**src/hdl/sbcip_defs.svh**
```systemverilog
// Offsets, field positions, reset values and timing counts of the interrupt pulse unit
`ifndef SBCIP_DEFS_SVH
`define SBCIP_DEFS_SVH

// Register byte offsets
`define SBCIP_REG_STATUS 8'h00
`define SBCIP_REG_MASK 8'h04
`define SBCIP_REG_CONFIG 8'h08
`define SBCIP_REG_REQUEST 8'h0c
`define SBCIP_REG_STATE 8'h10

// Reset values
`define SBCIP_MASK_RST 32'h0000_0000
`define SBCIP_CFG_EN_RST 1'b1
`define SBCIP_CFG_LEN_RST 8'h0f

// Config register fields
`define SBCIP_CFG_EN_BIT 0
`define SBCIP_CFG_LEN_LSB 8
`define SBCIP_CFG_LEN_MSB 15

// Event bit positions in status and mask
`define SBCIP_EV_IO_CHG 0
`define SBCIP_EV_IO_WAKE 6
`define SBCIP_EV_CAN_WAKE 12
`define SBCIP_EV_LIN_WAKE 13
`define SBCIP_EV_CAN_FAULT 14
`define SBCIP_EV_LIN_FAULT 17
`define SBCIP_EV_PREREG 20
`define SBCIP_EV_AUX_LIM 21
`define SBCIP_EV_REF_LIM 22
`define SBCIP_EV_CAN_TSD 23
`define SBCIP_EV_REF_TSD 24
`define SBCIP_EV_INT_REQ 25
`define SBCIP_EV_SECURE 26
`define SBCIP_EV_CLK_CNT 27
`define SBCIP_EV_ACCESS 28
`define SBCIP_EV_PARITY 29
`define SBCIP_EV_NUM 30

// Serial frame
`define SBCIP_FRAME_BITS 5'h10

// Timing: one pulse length step
`define SBCIP_CLK_MHZ 250
`define SBCIP_PULSE_UNIT_NS 1000
`define SBCIP_PULSE_UNIT_CYC ((`SBCIP_PULSE_UNIT_NS * `SBCIP_CLK_MHZ) / 1000)

`endif

```
**src/hdl/sbcip_pkg.sv**
```systemverilog
// Types shared by the interrupt pulse unit
package sbcip_pkg;

    // Raw levels from analog supervision and pin blocks, asynchronous
    typedef struct packed {
        logic [5:0] io_level;
        logic [5:0] config_pin_wake;
        logic can_bus_wake;
        logic lin_bus_wake;
        logic can_rx_stuck_recessive;
        logic can_tx_stuck_low;
        logic can_bus_stuck_dominant;
        logic lin_rx_stuck_recessive;
        logic lin_tx_stuck_low;
        logic lin_bus_stuck_dominant;
        logic prereg_topology_state;
        logic aux_limit_timeout;
        logic ref_limit_timeout;
        logic can_supply_thermal_shutdown;
        logic can_tj_cooled;
        logic ref_supply_thermal_shutdown;
    } sbcip_analog_type;

    // Pulse configuration
    typedef struct packed {
        logic [7:0] pulse_len;
        logic pulse_en;
    } sbcip_cfg_type;

    typedef enum logic [1:0] {
        SBCIP_IDLE = 2'b01,
        SBCIP_LOW = 2'b10
    } sbcip_state_type;

endpackage

```
**src/hdl/sbcip_top.sv**
```systemverilog
// Interrupt pulse unit: event flags, mask, pulse output, frame checks, register slave
//
// Summary of operation
// Enabled event drives one low output pulse
// Pulse setup writable only during init phase
// Masked sources cause no pulse while masked; a flag still set pulses when its mask bit clears
// Main state: flag clock count not sixteen
// Flag malformed, unknown or late-init accesses
// Main state: flag frame parity mismatch
// Flag failed frame integrity check
// Host request command raises a pulse
// Each config pin level change flags
// Each config pin wake-up flags separately
// Separate CAN and LIN wake events
// Three separate CAN clamping fault events
// Three separate LIN clamping fault events
// Report pre-regulator buck or boost state
// Flag auxiliary current-limit duration expiry
// CAN supply restarts after cooling down
// Flag reference regulator thermal shutdown
// Sticky flags; pulse only on new assertion
`timescale 1ns/1ps
`include "sbcip_defs.svh"

module sbcip_top #(
    parameter int PULSE_UNIT_CYC = `SBCIP_PULSE_UNIT_CYC
) (
    // Clock and reset
    input wire logic i_sys_clk,
    input wire logic i_rst,
    // AXI4-Lite slave
    input wire logic [7:0] i_s_axi_awaddr,
    input wire logic i_s_axi_awvalid,
    output logic o_s_axi_awready,
    input wire logic [31:0] i_s_axi_wdata,
    input wire logic [3:0] i_s_axi_wstrb,
    input wire logic i_s_axi_wvalid,
    output logic o_s_axi_wready,
    output logic [1:0] o_s_axi_bresp,
    output logic o_s_axi_bvalid,
    input wire logic i_s_axi_bready,
    input wire logic [7:0] i_s_axi_araddr,
    input wire logic i_s_axi_arvalid,
    output logic o_s_axi_arready,
    output logic [31:0] o_s_axi_rdata,
    output logic [1:0] o_s_axi_rresp,
    output logic o_s_axi_rvalid,
    input wire logic i_s_axi_rready,
    // Serial interface pins, asynchronous
    input wire logic i_spi_sclk,
    input wire logic i_chip_select_n,
    input wire logic i_spi_mosi,
    // Frame decoder results, same clock
    input wire logic i_frame_bad_access,
    input wire logic i_frame_secure_fail,
    // Device phase, same clock
    input wire logic i_init_phase,
    input wire logic i_main_state,
    // Supervision sources, asynchronous
    input wire sbcip_pkg::sbcip_analog_type i_analog,
    // Outputs
    output logic o_interrupt_out_n,
    output logic o_irq,
    output logic o_can_supply_en
);
    import sbcip_pkg::*;

    localparam int AW = $bits(sbcip_analog_type);

    ////////////////////////////////////////////////////////////////////////////////////////
    // Synchronisers

    logic [AW-1:0] an_s1;
    logic [AW-1:0] an_s2;
    logic [AW-1:0] an_s3;
    logic [2:0] pin_s1;
    logic [2:0] pin_s2;
    logic [2:0] pin_s3;

    always_ff @(posedge i_sys_clk or posedge i_rst) begin
        if (i_rst) begin
            an_s1 <= '0;
            an_s2 <= '0;
            an_s3 <= '0;
        end else begin
            an_s1 <= i_analog;
            an_s2 <= an_s1;
            an_s3 <= an_s2;
        end
    end

    // Chip select idles high
    always_ff @(posedge i_sys_clk or posedge i_rst) begin
        if (i_rst) begin
            pin_s1 <= 3'h2;
            pin_s2 <= 3'h2;
            pin_s3 <= 3'h2;
        end else begin
            pin_s1 <= {i_spi_mosi, i_chip_select_n, i_spi_sclk};
            pin_s2 <= pin_s1;
            pin_s3 <= pin_s2;
        end
    end

    sbcip_analog_type an_now;
    sbcip_analog_type an_old;
    assign an_now = an_s2;
    assign an_old = an_s3;

    ////////////////////////////////////////////////////////////////////////////////////////
    // Serial frame monitor

    logic sclk_rise;
    logic cs_rise;
    logic cs_low;
    logic [4:0] edge_cnt;
    logic [15:0] frame_bits;
    logic ev_clk_cnt;
    logic ev_parity;

    assign sclk_rise = pin_s2[0] & ~pin_s3[0];
    assign cs_low = ~pin_s2[1];
    assign cs_rise = pin_s2[1] & ~pin_s3[1];

    always_ff @(posedge i_sys_clk or posedge i_rst) begin
        if (i_rst) begin
            edge_cnt <= 5'h00;
            frame_bits <= 16'h0000;
        end else if (cs_low && sclk_rise) begin
            if (edge_cnt != 5'h1f) begin
                edge_cnt <= edge_cnt + 5'h01;
            end
            frame_bits <= {frame_bits[14:0], pin_s2[2]};
        end else if (cs_rise) begin
            edge_cnt <= 5'h00;
        end
    end

    // Frame checks at the end of each chip select low phase in main state
    always_comb begin
        ev_clk_cnt = cs_rise && i_main_state && (edge_cnt != `SBCIP_FRAME_BITS);
        ev_parity = cs_rise && i_main_state && (edge_cnt == `SBCIP_FRAME_BITS)
            && !(^frame_bits);
    end

    ////////////////////////////////////////////////////////////////////////////////////////
    // AXI4-Lite write path

    logic aw_have;
    logic w_have;
    logic [7:0] aw_addr;
    logic [31:0] w_data;
    logic [3:0] w_strb;
    logic wr_go;
    logic wr_hit;
    logic wr_cfg_late;

    assign wr_go = aw_have && w_have && !o_s_axi_bvalid;

    always_ff @(posedge i_sys_clk or posedge i_rst) begin
        if (i_rst) begin
            aw_have <= 1'b0;
            aw_addr <= 8'h00;
            o_s_axi_awready <= 1'b0;
        end else if (o_s_axi_awready && i_s_axi_awvalid) begin
            aw_have <= 1'b1;
            aw_addr <= i_s_axi_awaddr;
            o_s_axi_awready <= 1'b0;
        end else if (wr_go) begin
            aw_have <= 1'b0;
        end else if (!aw_have && !o_s_axi_bvalid) begin
            o_s_axi_awready <= 1'b1;
        end
    end

    always_ff @(posedge i_sys_clk or posedge i_rst) begin
        if (i_rst) begin
            w_have <= 1'b0;
            w_data <= 32'h0000_0000;
            w_strb <= 4'h0;
            o_s_axi_wready <= 1'b0;
        end else if (o_s_axi_wready && i_s_axi_wvalid) begin
            w_have <= 1'b1;
            w_data <= i_s_axi_wdata;
            w_strb <= i_s_axi_wstrb;
            o_s_axi_wready <= 1'b0;
        end else if (wr_go) begin
            w_have <= 1'b0;
        end else if (!w_have && !o_s_axi_bvalid) begin
            o_s_axi_wready <= 1'b1;
        end
    end

    always_comb begin
        wr_hit = (aw_addr == `SBCIP_REG_STATUS) || (aw_addr == `SBCIP_REG_MASK)
            || (aw_addr == `SBCIP_REG_CONFIG) || (aw_addr == `SBCIP_REG_REQUEST);
        wr_cfg_late = wr_go && (aw_addr == `SBCIP_REG_CONFIG) && !i_init_phase;
    end

    always_ff @(posedge i_sys_clk or posedge i_rst) begin
        if (i_rst) begin
            o_s_axi_bvalid <= 1'b0;
            o_s_axi_bresp <= 2'h0;
        end else if (wr_go) begin
            o_s_axi_bvalid <= 1'b1;
            o_s_axi_bresp <= (wr_hit && !wr_cfg_late) ? 2'h0 : 2'h2;
        end else if (i_s_axi_bready) begin
            o_s_axi_bvalid <= 1'b0;
        end
    end

    ////////////////////////////////////////////////////////////////////////////////////////
    // Registers and events

    logic [31:0] status;
    logic [31:0] mask;
    sbcip_cfg_type cfg;
    logic [31:0] wmask;
    logic [31:0] ev;
    logic [31:0] clr;
    logic host_req;

    assign wmask = {{8{w_strb[3]}}, {8{w_strb[2]}}, {8{w_strb[1]}}, {8{w_strb[0]}}};

    always_ff @(posedge i_sys_clk or posedge i_rst) begin
        if (i_rst) begin
            mask <= `SBCIP_MASK_RST;
        end else if (wr_go && aw_addr == `SBCIP_REG_MASK) begin
            mask <= (mask & ~wmask) | (w_data & wmask);
        end
    end

    always_ff @(posedge i_sys_clk or posedge i_rst) begin
        if (i_rst) begin
            cfg.pulse_en <= `SBCIP_CFG_EN_RST;
            cfg.pulse_len <= `SBCIP_CFG_LEN_RST;
        end else if (wr_go && aw_addr == `SBCIP_REG_CONFIG && i_init_phase) begin
            if (w_strb[0]) begin
                cfg.pulse_en <= w_data[`SBCIP_CFG_EN_BIT];
            end
            if (w_strb[1]) begin
                cfg.pulse_len <= w_data[`SBCIP_CFG_LEN_MSB:`SBCIP_CFG_LEN_LSB];
            end
        end
    end

    always_ff @(posedge i_sys_clk or posedge i_rst) begin
        if (i_rst) begin
            host_req <= 1'b0;
        end else begin
            host_req <= wr_go && (aw_addr == `SBCIP_REG_REQUEST) && w_strb[0] && w_data[0];
        end
    end

    always_comb begin
        ev = 32'h0000_0000;
        ev[`SBCIP_EV_IO_CHG +: 6] = an_now.io_level ^ an_old.io_level;
        ev[`SBCIP_EV_IO_WAKE +: 6] = an_now.config_pin_wake & ~an_old.config_pin_wake;
        ev[`SBCIP_EV_CAN_WAKE] = an_now.can_bus_wake & ~an_old.can_bus_wake;
        ev[`SBCIP_EV_LIN_WAKE] = an_now.lin_bus_wake & ~an_old.lin_bus_wake;
        ev[`SBCIP_EV_CAN_FAULT] = an_now.can_rx_stuck_recessive
            & ~an_old.can_rx_stuck_recessive;
        ev[`SBCIP_EV_CAN_FAULT + 1] = an_now.can_tx_stuck_low & ~an_old.can_tx_stuck_low;
        ev[`SBCIP_EV_CAN_FAULT + 2] = an_now.can_bus_stuck_dominant
            & ~an_old.can_bus_stuck_dominant;
        ev[`SBCIP_EV_LIN_FAULT] = an_now.lin_rx_stuck_recessive
            & ~an_old.lin_rx_stuck_recessive;
        ev[`SBCIP_EV_LIN_FAULT + 1] = an_now.lin_tx_stuck_low & ~an_old.lin_tx_stuck_low;
        ev[`SBCIP_EV_LIN_FAULT + 2] = an_now.lin_bus_stuck_dominant
            & ~an_old.lin_bus_stuck_dominant;
        ev[`SBCIP_EV_PREREG] = an_now.prereg_topology_state
            ^ an_old.prereg_topology_state;
        ev[`SBCIP_EV_AUX_LIM] = an_now.aux_limit_timeout & ~an_old.aux_limit_timeout;
        ev[`SBCIP_EV_REF_LIM] = an_now.ref_limit_timeout & ~an_old.ref_limit_timeout;
        ev[`SBCIP_EV_CAN_TSD] = an_now.can_supply_thermal_shutdown
            & ~an_old.can_supply_thermal_shutdown;
        ev[`SBCIP_EV_REF_TSD] = an_now.ref_supply_thermal_shutdown
            & ~an_old.ref_supply_thermal_shutdown;
        ev[`SBCIP_EV_INT_REQ] = host_req;
        ev[`SBCIP_EV_SECURE] = i_frame_secure_fail;
        ev[`SBCIP_EV_CLK_CNT] = ev_clk_cnt;
        ev[`SBCIP_EV_ACCESS] = i_frame_bad_access || wr_cfg_late;
        ev[`SBCIP_EV_PARITY] = ev_parity;
    end

    assign clr = (wr_go && aw_addr == `SBCIP_REG_STATUS) ? (w_data & wmask) : 32'h0000_0000;

    // Set wins over a write-one clear in the same cycle
    always_ff @(posedge i_sys_clk or posedge i_rst) begin
        if (i_rst) begin
            status <= 32'h0000_0000;
        end else begin
            status <= (status & ~clr) | ev;
        end
    end

    ////////////////////////////////////////////////////////////////////////////////////////
    // CAN supply thermal restart

    always_ff @(posedge i_sys_clk or posedge i_rst) begin
        if (i_rst) begin
            o_can_supply_en <= 1'b1;
        end else if (an_now.can_supply_thermal_shutdown) begin
            o_can_supply_en <= 1'b0;
        end else if (!o_can_supply_en && an_now.can_tj_cooled) begin
            o_can_supply_en <= 1'b1;
        end
    end

    ////////////////////////////////////////////////////////////////////////////////////////
    // Pulse generator

    logic [31:0] active;
    logic [31:0] active_old;
    logic fresh;
    sbcip_state_type state;
    logic [15:0] pulse_cnt;
    logic [15:0] pulse_cyc;

    assign active = status & ~mask;
    assign fresh = |(active & ~active_old);
    assign pulse_cyc = 16'(({8'h00, cfg.pulse_len} + 16'h0001) * 16'(PULSE_UNIT_CYC));

    always_ff @(posedge i_sys_clk or posedge i_rst) begin
        if (i_rst) begin
            active_old <= 32'h0000_0000;
            o_irq <= 1'b0;
        end else begin
            active_old <= active;
            o_irq <= |active;
        end
    end

    always_ff @(posedge i_sys_clk or posedge i_rst) begin
        if (i_rst) begin
            state <= SBCIP_IDLE;
            pulse_cnt <= 16'h0000;
            o_interrupt_out_n <= 1'b1;
        end else begin
            case (state)
                SBCIP_IDLE: begin
                    if (fresh && cfg.pulse_en) begin
                        state <= SBCIP_LOW;
                        pulse_cnt <= pulse_cyc - 16'h0001;
                        o_interrupt_out_n <= 1'b0;
                    end
                end
                SBCIP_LOW: begin
                    if (pulse_cnt == 16'h0000) begin
                        state <= SBCIP_IDLE;
                        o_interrupt_out_n <= 1'b1;
                    end else begin
                        pulse_cnt <= pulse_cnt - 16'h0001;
                    end
                end
                default: begin
                    state <= SBCIP_IDLE;
                    o_interrupt_out_n <= 1'b1;
                end
            endcase
        end
    end

    ////////////////////////////////////////////////////////////////////////////////////////
    // AXI4-Lite read path

    logic [31:0] rd_word;
    logic rd_hit;

    always_comb begin
        rd_word = 32'h0000_0000;
        rd_hit = 1'b1;
        case (i_s_axi_araddr)
            `SBCIP_REG_STATUS: rd_word = status;
            `SBCIP_REG_MASK: rd_word = mask;
            `SBCIP_REG_CONFIG: rd_word = {16'h0000, cfg.pulse_len, 7'h00, cfg.pulse_en};
            `SBCIP_REG_REQUEST: rd_word = 32'h0000_0000;
            `SBCIP_REG_STATE: rd_word = {21'h000000, state == SBCIP_LOW, i_init_phase,
                o_can_supply_en, an_now.prereg_topology_state, 1'b0, an_now.io_level};
            default: rd_hit = 1'b0;
        endcase
    end

    always_ff @(posedge i_sys_clk or posedge i_rst) begin
        if (i_rst) begin
            o_s_axi_arready <= 1'b0;
            o_s_axi_rvalid <= 1'b0;
            o_s_axi_rdata <= 32'h0000_0000;
            o_s_axi_rresp <= 2'h0;
        end else if (o_s_axi_arready && i_s_axi_arvalid) begin
            o_s_axi_arready <= 1'b0;
            o_s_axi_rvalid <= 1'b1;
            o_s_axi_rdata <= rd_word;
            o_s_axi_rresp <= rd_hit ? 2'h0 : 2'h2;
        end else if (o_s_axi_rvalid) begin
            if (i_s_axi_rready) begin
                o_s_axi_rvalid <= 1'b0;
            end
        end else begin
            o_s_axi_arready <= 1'b1;
        end
    end

endmodule
```
**config.mk**
```make
export PLATFORM = sky130hd
export DESIGN_NAME = sbcip_top
export DESIGN_NICKNAME = d
export VERILOG_FILES = /design/src/hdl/sbcip_pkg.sv /design/src/hdl/sbcip_top.sv
export VERILOG_INCLUDE_DIRS = /design/src /design/src/hdl
export SDC_FILE = /design/constraint.sdc
export NUM_CORES = 1
export LEC_CHECK = 0
export BUFFER_PORTS_ARGS = -buffer_cell sky130_fd_sc_hd__buf_4
export CORE_MARGIN = 5
export CORE_UTILIZATION = 53
export CTS_CLUSTER_SIZE = 25
export DETAILED_ROUTE_END_ITERATION = 6
export PLACE_DENSITY = 0.82
export SLEW_MARGIN = 30
export SYNTH_ARGS = -nofsm -noshare
export SYNTH_HDL_FRONTEND = slang
export SYNTH_SLANG_ARGS = --single-unit
```
**constraint.sdc**
```tcl
create_clock -name i_sys_clk -period 8.5 [get_ports i_sys_clk]
set_input_delay 0.425 -clock i_sys_clk [delete_from_list [all_inputs] [get_ports i_sys_clk]]
set_output_delay 0.425 -clock i_sys_clk [all_outputs]
set_load 0.05 [all_outputs]
```
==> results of run 1 <==
kinds of logic after synthesis:
kind of cell,after synthesis,share of synthesized area
DFF,317,0.571
and+or+nand+nor,297,0.104
AOI/OAI and AO/OA,195,0.0905
buffers and inverters,134,0.0379
muxes,112,0.0898
adders and majority gates,62,0.0669
xor gates and xnor gates,61,0.0404
other,1,0.000269
cells in the mapped netlist (all sizes together), types with 9 or more instances:
master | number | area, um^2
xnor2 | 49 | 437
ha | 40 | 500
mux2i | 9 | 90.1
mux2 | 103 | 1160
a21oi | 30 | 158
nor2b | 15 | 93.8
fa | 21 | 420
a22oi | 17 | 128
nor2 | 45 | 169
nand4 | 10 | 62.6
dfstp | 10 | 263
o21ai | 79 | 399
nand3 | 18 | 95.1
nor3 | 15 | 96.4
inv | 100 | 375
clkbuf | 27 | 101
nand2b | 29 | 181
o22ai | 14 | 87.6
nand2 | 127 | 477
xor2 | 11 | 104
dfrtp | 307 | 7680
nor4 | 11 | 75.1
through the flow:
stage	std cells	util	area, um^2	hold slack, ns
after floorplan	1180	-	13900	0.331
after global placement	1623	0.588	15300	0.332
after global routing	1695	0.636	16500	0.000337
final	1695	0.636	16500	0.0190
after CTS	1687	0.632	16400	0.00171
after detailed placement	1623	0.588	15300	0.335
cell usage in the layout, fill, tap and decap left out, types with 4 or more instances in the layout:
cell	count
a22o_1	4
ha_1	40
a22oi_1	17
nor2_1	45
a221oi_1	4
nand2b_1	29
nor2b_1	15
nand4_1	10
xor2_1	10
inv_1	98
buf_4	140
clkinv_2	7
and2_1	5
clkbuf_1	10
fa_1	21
mux2_2	103
dfrtp_1	307
a21oi_1	28
a222oi_1	8
and3_1	6
a31oi_1	5
o22ai_1	14
nand2_1	126
nand3_1	17
clkbuf_16	34
a21o_1	4
bufinv_16	4
nor3_1	11
dlygate4sd3_1	9
nor4_1	10
dfstp_2	10
mux2i_1	9
xnor2_1	48
o21ai_0	76
metal layers:
metal,vias to the layer above,track usage,routed length [um]
met5,-,0,0
li1,4331,-,-
met4,0,0.0752,1020
met3,73,0.0478,1930
met2,299,0.384,16400
met1,4783,0.280,12800
final timing paths:
check | startpoint | endpoint | slack (ns)
min in group asynchronous | i_rst | asynchronous set/reset pin | 0.46
hold / removal | i_analog[0] | an_s1[0] | 0.02
setup reg to reg | cfg[1] | pulse_cnt[15] | 2.76
max in group asynchronous | i_rst | an_s1[8] | 6.35
setup / recovery | cfg[1] | pulse_cnt[15] | 2.76
hold reg to reg | an_s1[1] | an_now[1] | 0.35
critical path, stage by stage (launching register included):
cell,delay (ns)
dfstp_2,0.66
ha_1,0.31
nand3_1,0.12
xnor2_1,0.56
xnor2_1,0.26
xnor2_1,0.25
fa_1,0.48
fa_1,0.49
fa_1,0.52
inv_1,0.04
ha_1,0.36
a21oi_1,0.20
nand2_1,0.11
o41ai_1,0.40
o2111ai_1,0.20
nor4_2,0.27
xnor3_1,0.26
o221ai_2,0.16
power groups by stage:
stage / clock [mW] / combinational, mW / sequential, mW
CTS: 1.51 / 0.853 / 1.90
global placement: 0 / 0.810 / 1.91
floorplan: 0 / 0.601 / 1.90
finish: 1.48 / 0.848 / 1.91
global route: 1.57 / 0.941 / 1.93
detailed placement: 0 / 0.840 / 1.92
final cells by class:
type | instances | area (um^2)
tap | 335 | 419
sequential | 317 | 7950
clock buffer | 46 | 916
fill | 1898 | 9460
timing repair buffer | 152 | 1180
clock inverter | 16 | 205
inverter | 100 | 379
multi-input combinational | 729 | 5480
==> results by group, run 1 <==
Routing
  • Via Count: 9486
  • DR WL/cell: 18.9 um
  • DR pass1 iterations: 7
  • DR iter-0 viols: 758
  • Via density per instance: 5.60
  • Total Routed Length: 32.1 mm
  • Number of remaining DRC errors: 3
  • ANT nets after route: 0

Worst hold path
  • WHS Path Cells: 1
  • Worst hold path type: in -> reg

Global routing
  • Total grt overflow: 0
  • Number of global-route vias before repair: 10100
  • GRT Total Usage: 0.222
  • First-pass GRT wire length: 52.2 mm
  • Largest net degree at the start of global routing: 87
  • Number of antenna violations at the first check in global routing: 0

Die
  • Row cnt: 59
  • Core Footprint: 26000 um^2
  • Initial core utilization: 0.536
  • Io pins: 136
  • Chip Width: 172 um
  • Die boundary height: 172 um
  • Area of the die: 29600 um^2

Power
  • Cell area power density: 256 nW/um^2
  • Total power draw: 4.24 mW
  • Clock share of power: 0.350
  • Peak supply drop: 0.238 mV
  • Flop pwr share: 0.450
  • Internal power: 3.00 mW
  • Sw power: 1.24 mW
  • Logic gate share of total power: 0.200
  • P_leak: 7.79 nW
  • Sw Share: 0.292

STA
  • RSZ-0062 raised after global routing: false
  • Slew @ Worst Pin: 0.834 ns
  • Worst Skew: 0.0191 ns
  • Period utilization: 0.675
  • Slew Limit Headroom: 0.443
  • Max Clk Rate: 174 MHz
  • Fin. Hold Viols: 0
  • Setup TNS: 0 ns
  • Tmin final: 5.74 ns
  • Pins Over Slew Limit: 0
  • Final setup fails: 0
  • Final WS setup: 2.76 ns

Final layout
  • Final net count: 1487
  • Area delta synth->final: 18.7%
  • Inserted Diodes: 0
  • Layout cell share with drive strength beyond 1: 0.246

Clock network
  • TritonCTS Sinks: 317
  • CTS tree: done
  • Hold buffers post-CTS: 2
  • Num CTS Buffers: 34
  • # resized after CTS: 0
  • Worst-path clk slew: 0.06 ns
  • Root Buffer: clkbuf_16
  • CTS Buffer Depth: 3
  • # Post-CTS Setup Buffers: 0
  • Clock Latency Late Sink: 0.51 ns
  • CTS H-Tree Depth: 2

Placement
  • PortBufs: 133
  • Final GP Congestion: 0.874
  • Detailed-placement wirelength estimate: 22.1 mm
  • Dpl ws: 2.78 ns

Worst setup path
  • Reg2Reg Depth: 17
  • CP required: 8.93 ns
  • Critical path type: reg -> reg
  • Worst Path Max Fanout: 11
  • Worst Path Arrival: 6.16 ns
  • Critical path launch point type: flop
  • Critical Path End Type: flop

Run status
  • Violated checks: design-rule violations
  • Outcome: complete, but fails checks

Logic synthesis
  • Yosys warning total: 0
  • Cells after synthesis: 1179
  • Async SR Flop Fraction: 1.00
  • Synthesized area: 13900 um^2
  • Post-synth EDFFs: 0
  • Synth Register Bits: 317
  • Seq/Total Area, Yosys: 0.571
  • Primary FF master, synth: dfrtp_1
  • Mean Syn Cell Area: 11.8 um^2
  • Post-synth cell types: 73

Run
  • # Max-Cap Violations: 0
No activity file was read; power rests on OpenSTA's default activity.
==> run 2: changes to the inputs <==
Clock period 8.5 ns to 5.1 ns, I/O delays scaled along.
==> run 2 against run 1 <==
Effect of this change: the flow still finishes with violations (design-rule violations); first-iteration DRC count increased by 22%; clock skew increased by 0.0097 ns; sequential share of layout area decreased by 3.6 points; utilization increased by 5.1 points; critical path type unchanged.
==> results by group, run 2 (synthesis results as in run 1) <==
Final layout
  • Most common cell after layout, fill and taps aside: dfrtp_1
  • Final net count: 1597 (+7.4%)
  • Most frequent cells in the layout: dfrtp_1, buf_4, nand2_1
  • Final core occ: 0.687 (+0.0510)
  • Area delta synth->final: 28.2%
  • Fillcell total: 1718 (-9.5%)
  • Layout cell share with drive strength beyond 1: 0.279 (+0.0332)

Worst setup path
  • Critical path launch point type: flop
  • Critical path buffers and inverters: 5 (+4)
  • Critical path type: reg -> reg
  • Critical path's slowest cell: dfstp_2
  • CP required: 5.53 ns (-3.40 ns)
  • Top cell by count, worst path: ha_1
  • Crit. Startpoint: cfg[1]
  • Worst-path cell chain: ha_4 -> buf_12 -> xnor2_2 -> buf_4 -> inv_1 -> ha_1 -> ha_1 -> inv_1 -> fa_1 -> inv_1 -> ha_1 -> xnor2_1 -> ha_1 -> nor2b_2 -> o2111ai_4 -> nand2_2 -> o41ai_4 -> o2111ai_2 -> nor4_2 -> xnor3_1 -> o221ai_2
  • Reg2Reg Setup Slack: 0.04 ns (-2.72 ns)
  • Critical Path End: pulse_cnt[15]
  • Cell family with most CP delay: adder cells
  • Reg2reg start: cfg[1]
  • Worst Path Max Fanout: 5 (-6)
  • Reg2Reg Depth: 21 (+4)
  • CP peak stage delay: 0.63 ns (-0.03 ns)
  • Stages on worst setup path: 21 (+4)
  • R2R Path End: pulse_cnt[15]
  • Critical Path End Type: flop
  • Worst Path Arrival: 5.49 ns (-0.67 ns)

Die
  • Die boundary height: 172 um (unchanged)
  • Area of the die: 29600 um^2 (unchanged)
  • Chip Width: 172 um (unchanged)
  • Initial core utilization: 0.536 (unchanged)
  • Io pins: 136 (unchanged)
  • Row cnt: 59 (unchanged)
  • Core Footprint: 26000 um^2 (unchanged)

Run status
  • Outcome: complete, but fails checks
  • Violated checks: design-rule violations

Clock network
  • Clock Latency Late Sink: 0.53 ns (+0.02 ns)
  • CTS Buffer Depth: 3 (unchanged)
  • Worst-path clk slew: 0.06 ns (about the same)
  • Root Buffer: clkbuf_16
  • CTS H-Tree Depth: 2 (unchanged)
  • CTS tree: done
  • TritonCTS Sinks: 317 (unchanged)
  • Num CTS Buffers: 34 (unchanged)

Routing
  • Number of remaining DRC errors: 5 (+2)
  • DR pass1 iterations: 7 (unchanged)
  • DR WL/cell: 20.5 um (+8.6%)
  • ANT nets after route: 0 (unchanged)
  • Total Routed Length: 37.0 mm (+16%)
  • Via density per instance: 5.67 (+1.3%)
  • Via Count: 10200 (+7.8%)
  • DR iter-0 viols: 923 (+22%)

Global routing
  • Largest net degree at the start of global routing: 184 (+110%)
  • Number of global-route vias before repair: 11000 (+9.2%)
  • Total grt overflow: 0 (unchanged)
  • Number of antenna violations at the first check in global routing: 1 (+1)
  • GRT Total Usage: 0.249 (+0.0263)
  • First-pass GRT wire length: 57.8 mm (+11%)

Placement
  • Final GP Congestion: 0.844 (-3.4%)
  • PortBufs: 133 (unchanged)
  • Detailed-placement wirelength estimate: 22.1 mm (-0.36%)

Power
  • P_leak: 8.34 nW (+7.1%)
  • Logic gate share of total power: 0.226 (+0.026)
  • Flop pwr share: 0.440 (-0.010)
  • Clock share of power: 0.335 (-0.015)
  • Sw Share: 0.305 (+0.0131)
  • Cell area power density: 407 nW/um^2 (+59%)
  • Sw power: 2.21 mW (+79%)
  • Peak supply drop: 0.369 mV (+55%)
  • Internal power: 5.05 mW (+68%)

STA
  • Tmin final: 5.06 ns (-0.676 ns)
  • Pins Over Slew Limit: 0 (unchanged)
  • Fin. Hold Viols: 0 (unchanged)
  • Max Clk Rate: 198 MHz (+13%)
  • RSZ-0062 raised after global routing: true
  • Worst Skew: 0.0288 ns (+0.00972 ns)
  • Slew Limit Headroom: 0.345 (-0.0977)
  • Final setup fails: 0 (unchanged)
  • WHS: 0.0116 ns (-0.00742 ns)
  • Slew @ Worst Pin: 0.980 ns (+0.146 ns)
  • Period utilization: 0.992 (+0.317)

Worst hold path
  • Worst hold path type: in -> reg

Run
  • # Max-Cap Violations: 0 (unchanged)
## run 2: cell types whose count changed in the layout (fill, tap and decap cells not counted), moves of 3 or more
cell,previous run,this run
a21oi_1,28,25
buf_4,140,180
dlygate4sd3_1,9,77
ha_1,40,33
ha_4,0,7
xnor2_1,48,40
xnor2_2,1,8
## run 2: worst min path at each step
stage               depth (start not counted)    endpoint              start
floorplan                                   0   pin_s1[1]    i_chip_select_n
global placement                            0   an_now[3]           an_s1[3]
detailed placement                          0   an_now[0]           an_s1[0]
CTS                                         2  w_data[10]  i_s_axi_wdata[10]
global route                                2  w_data[10]  i_s_axi_wdata[10]
finish                                      2   w_strb[1]   i_s_axi_wstrb[1]
## run 2: power by group through the flow
stage / Sequential, mW / Combinational, mW / Clock, mW
floorplan: 3.17 / 1.01 / 0
finish: 3.19 / 1.64 / 2.43
CTS: 3.17 / 1.54 / 2.44
global route: 3.23 / 1.78 / 2.58
global placement: 3.17 / 1.41 / 0
detailed placement: 3.20 / 1.46 / 0
## run 2: final cells by class
| class | count | area [um^2] | area share |
|---|---|---|---|
| flip-flops and latches | 317 | 7950 | 0.445 |
| multi-input cells | 729 | 5810 | 0.326 |
| repair buffers | 262 | 2210 | 0.124 |
| clock buffers | 46 | 937 | 0.0525 |
| well taps | 335 | 419 | 0.0235 |
| inverters | 100 | 379 | 0.0212 |
| clock inverters | 13 | 144 | 0.00806 |
| diodes | 1 | 2.50 | 0.000140 |
## run 2: routing by layer
metal,track usage,up-vias,part of all wire
met2,0.437,434,0.52
met4,0.0926,0,0.037
met5,0,-,0
li1,-,4545,-
met3,0.0414,97,0.062
met1,0.311,5149,0.38
## run 2: what timing repair did
item	CTS	global route
pin swaps	11	26
hold buffers	77	0
setup buffers	7	9
hold endpoints to repair	100	0
setup endpoints to repair	1	6
gates resized for setup	19	28
## run 2: per-stage QoR
step	std cells	setup slack, ns	power [mW]	TNS, ns	area, um^2
floorplan	1180	0.0210	4.18	0	14000
global placement	1649	0.0715	4.59	0	15500
detailed placement	1649	-0.0405	4.66	-0.0405	15500
CTS	1792	0.00657	7.14	0	17600
global route	1803	-0.170	7.59	-0.357	17800
finish	1803	0.0402	7.26	0	17800
==> run 3: changes to the inputs <==
==> constraint.sdc (replaced) <==
create_clock -name i_sys_clk -period 5.1 [get_ports i_sys_clk]
set_input_delay 0.51 -clock i_sys_clk [delete_from_list [all_inputs] [get_ports i_sys_clk]]
set_output_delay 0.51 -clock i_sys_clk [all_outputs]
set_load 0.05 [all_outputs]
==> run 3 against run 2 <==
Effect of this change: the run now ends clean; routed wire length shrank 9.4%; via count shrank 4.9%; clock-buffer cell count is the same; sequential power is essentially flat; largest cell class unchanged; hold slack gained 0.074 ns; die area is the same.
==> results by group, run 3 (synthesis results as in run 1) <==
STA
  • Final WS setup: 0.0354 ns (-0.00484 ns)
  • Fin. Hold Viols: 0 (unchanged)
  • Max Clk Rate: 197 MHz (about the same)
  • Tmin final: 5.06 ns (+0.00484 ns)
  • Pins Over Slew Limit: 0 (unchanged)
  • Slew Limit Headroom: 0.381 (+0.0357)
  • Period utilization: 0.993 (about the same)
  • RSZ-0062 raised after global routing: true
  • Worst Skew: 0.0226 ns (-0.00622 ns)
  • Final setup fails: 0 (unchanged)
  • Slew @ Worst Pin: 0.927 ns (-0.0535 ns)

Final layout
  • Inserted Diodes: 0 (-1)
  • Layout cell share with drive strength beyond 1: 0.295 (+0.0155)
  • Most frequent cells in the layout: dfrtp_1, buf_4, nand2_1
  • Fillcell total: 1845 (+7.4%)
  • Area delta synth->final: 22.6%
  • Multi-input logic area: 5810 um^2 (unchanged)
  • Final net count: 1520 (-4.8%)
  • Most common cell after layout, fill and taps aside: dfrtp_1
  • Sequential cell area: 7950 um^2 (unchanged)

Worst setup path
  • CP peak stage delay: 0.63 ns (about the same)
  • Reg2reg start: cfg[1]
  • Critical path launch point type: flop
  • Critical Path End Type: flop
  • Worst-path cell chain: ha_4 -> buf_12 -> xnor2_2 -> buf_4 -> inv_1 -> ha_1 -> ha_1 -> inv_1 -> fa_1 -> inv_1 -> ha_1 -> xnor2_1 -> ha_1 -> nor2b_2 -> o2111ai_4 -> nand2_2 -> o41ai_4 -> o2111ai_2 -> nor4_2 -> xnor3_1 -> o221ai_2
  • CP required: 5.53 ns (about the same)
  • Critical path's slowest cell: dfstp_2
  • Worst Path Arrival: 5.49 ns (about the same)
  • Worst Path Max Fanout: 5 (unchanged)
  • Crit. Startpoint: cfg[1]
  • Critical path type: reg -> reg
  • Top cell by count, worst path: ha_1

Routing
  • Via density per instance: 5.63 (-0.64%)
  • DR WL/cell: 19.4 um (-5.3%)
  • DR iter-0 viols: 761 (-18%)
  • Total Routed Length: 33.6 mm (-9.4%)
  • Via Count: 9720 (-4.9%)
  • DR pass1 iterations: 5 (-2)
  • Number of remaining DRC errors: 0 (-5)
  • ANT nets after route: 0 (unchanged)

Run
  • # Max-Cap Violations: 0 (unchanged)

Die
  • Area of the die: 29600 um^2 (unchanged)
  • Initial core utilization: 0.536 (unchanged)
  • Row cnt: 59 (unchanged)
  • Chip Width: 172 um (unchanged)
  • Die boundary height: 172 um (unchanged)
  • Io pins: 136 (unchanged)
  • Core Footprint: 26000 um^2 (unchanged)

Global routing
  • Total grt overflow: 0 (unchanged)
  • Largest net degree at the start of global routing: 184 (unchanged)
  • GRT Total Usage: 0.225 (-0.0236)
  • Number of antenna violations at the first check in global routing: 0 (-1)
  • First-pass GRT wire length: 53.0 mm (-8.4%)
  • Number of global-route vias before repair: 10400 (-5.9%)

Power
  • Cell area power density: 418 nW/um^2 (+2.8%)
  • P_leak: 8.02 nW (-3.9%)
  • Total power draw: 7.14 mW (-1.7%)
  • Peak supply drop: 0.341 mV (-7.5%)

Clock network
  • CTS tree: done
  • CTS H-Tree Depth: 2 (unchanged)
  • Worst-path clk slew: 0.06 ns (about the same)
  • Hold buffers post-CTS: 0 (-100%)
  • CTS Buffer Depth: 3 (unchanged)
  • Root Buffer: clkbuf_16
  • TritonCTS Sinks: 317 (unchanged)
  • Num CTS Buffers: 34 (unchanged)
  • Clock Latency Late Sink: 0.52 ns (about the same)

Placement
  • Dpl ws: -0.0405 ns (unchanged)
  • Final GP Congestion: 0.844 (unchanged)
  • PortBufs: 133 (unchanged)
  • Detailed-placement wirelength estimate: 22.1 mm (unchanged)

Run status
  • Outcome: complete, no violations

Worst hold path
  • Worst hold path type: in -> async
-- run 3: layout make-up --
class                           instances  share of cell area
Clock buffer                           46              0.0549
Clock inverter                         13             0.00843
Inverter                              100              0.0222
Multi-Input combinational cell        729               0.340
Sequential cell                       317               0.465
Tap cell                              335              0.0245
Timing Repair Buffer                  185              0.0844
-- run 3: what timing repair did --
item	CTS	global route
gates resized for setup	19	28
endpoints found under the setup margin	1	6
buffers inserted	7	9
pin swaps	11	26
-- run 3: metal layers --
layer / global-route usage / vias to the layer above / wire [um]
met3: 0.0418 / 63 / 2040
met2: 0.388 / 348 / 17500
met4: 0.0625 / 0 / 791
met1: 0.295 / 4914 / 13300
met5: 0 / - / 0
li1: - / 4395 / -
-- run 3: report_power, final --
group / switching [mW] / internal (mW) / total, mW
Sequential: 0.302 / 2.87 / 3.17
Clock: 0.993 / 1.41 / 2.40
Combinational: 0.836 / 0.732 / 1.57
Total: 2.13 / 5.01 / 7.14
-- run 3: critical path: cells and delay by family, from the launching register on --
| kind | cells | cell delay [ns] |
|---|---|---|
| adders and majority gates | 6 | 1.89 |
| xor gates and xnor gates | 3 | 0.52 |
| AOI/OAI and AO/OA | 4 | 0.90 |
| and+or+nand+nor | 3 | 0.61 |
| buffers and inverters | 5 | 0.43 |
| DFF | 1 | 0.63 |
-- run 3: through the flow --
step                       util  hold slack (ns)  TNS, ns  instance area [um^2]  std cells
final                     0.657           0.0860        0                 17100       1725
after global routing      0.657           0.0811   -0.360                 17100       1725
after CTS                 0.646           0.0816        0                 16800       1715
after detailed placement  0.598            0.336  -0.0405                 15500       1649
after global placement    0.597            0.333        0                 15500       1649
after floorplan               -            0.331        0                 14000       1180
-- run 3: final timing paths --
kind                                  to  slack (ns)  depth (start not counted)
max in group asynchronous     w_data[24]        3.69                          4
setup / recovery           pulse_cnt[15]        0.04                         21
hold reg to reg                an_now[7]        0.35                          0
min in group i_sys_clk         an_s1[14]        0.09                          1
setup reg to reg           pulse_cnt[15]        0.04                         21
hold / removal                 pin_s2[0]        0.09                          2
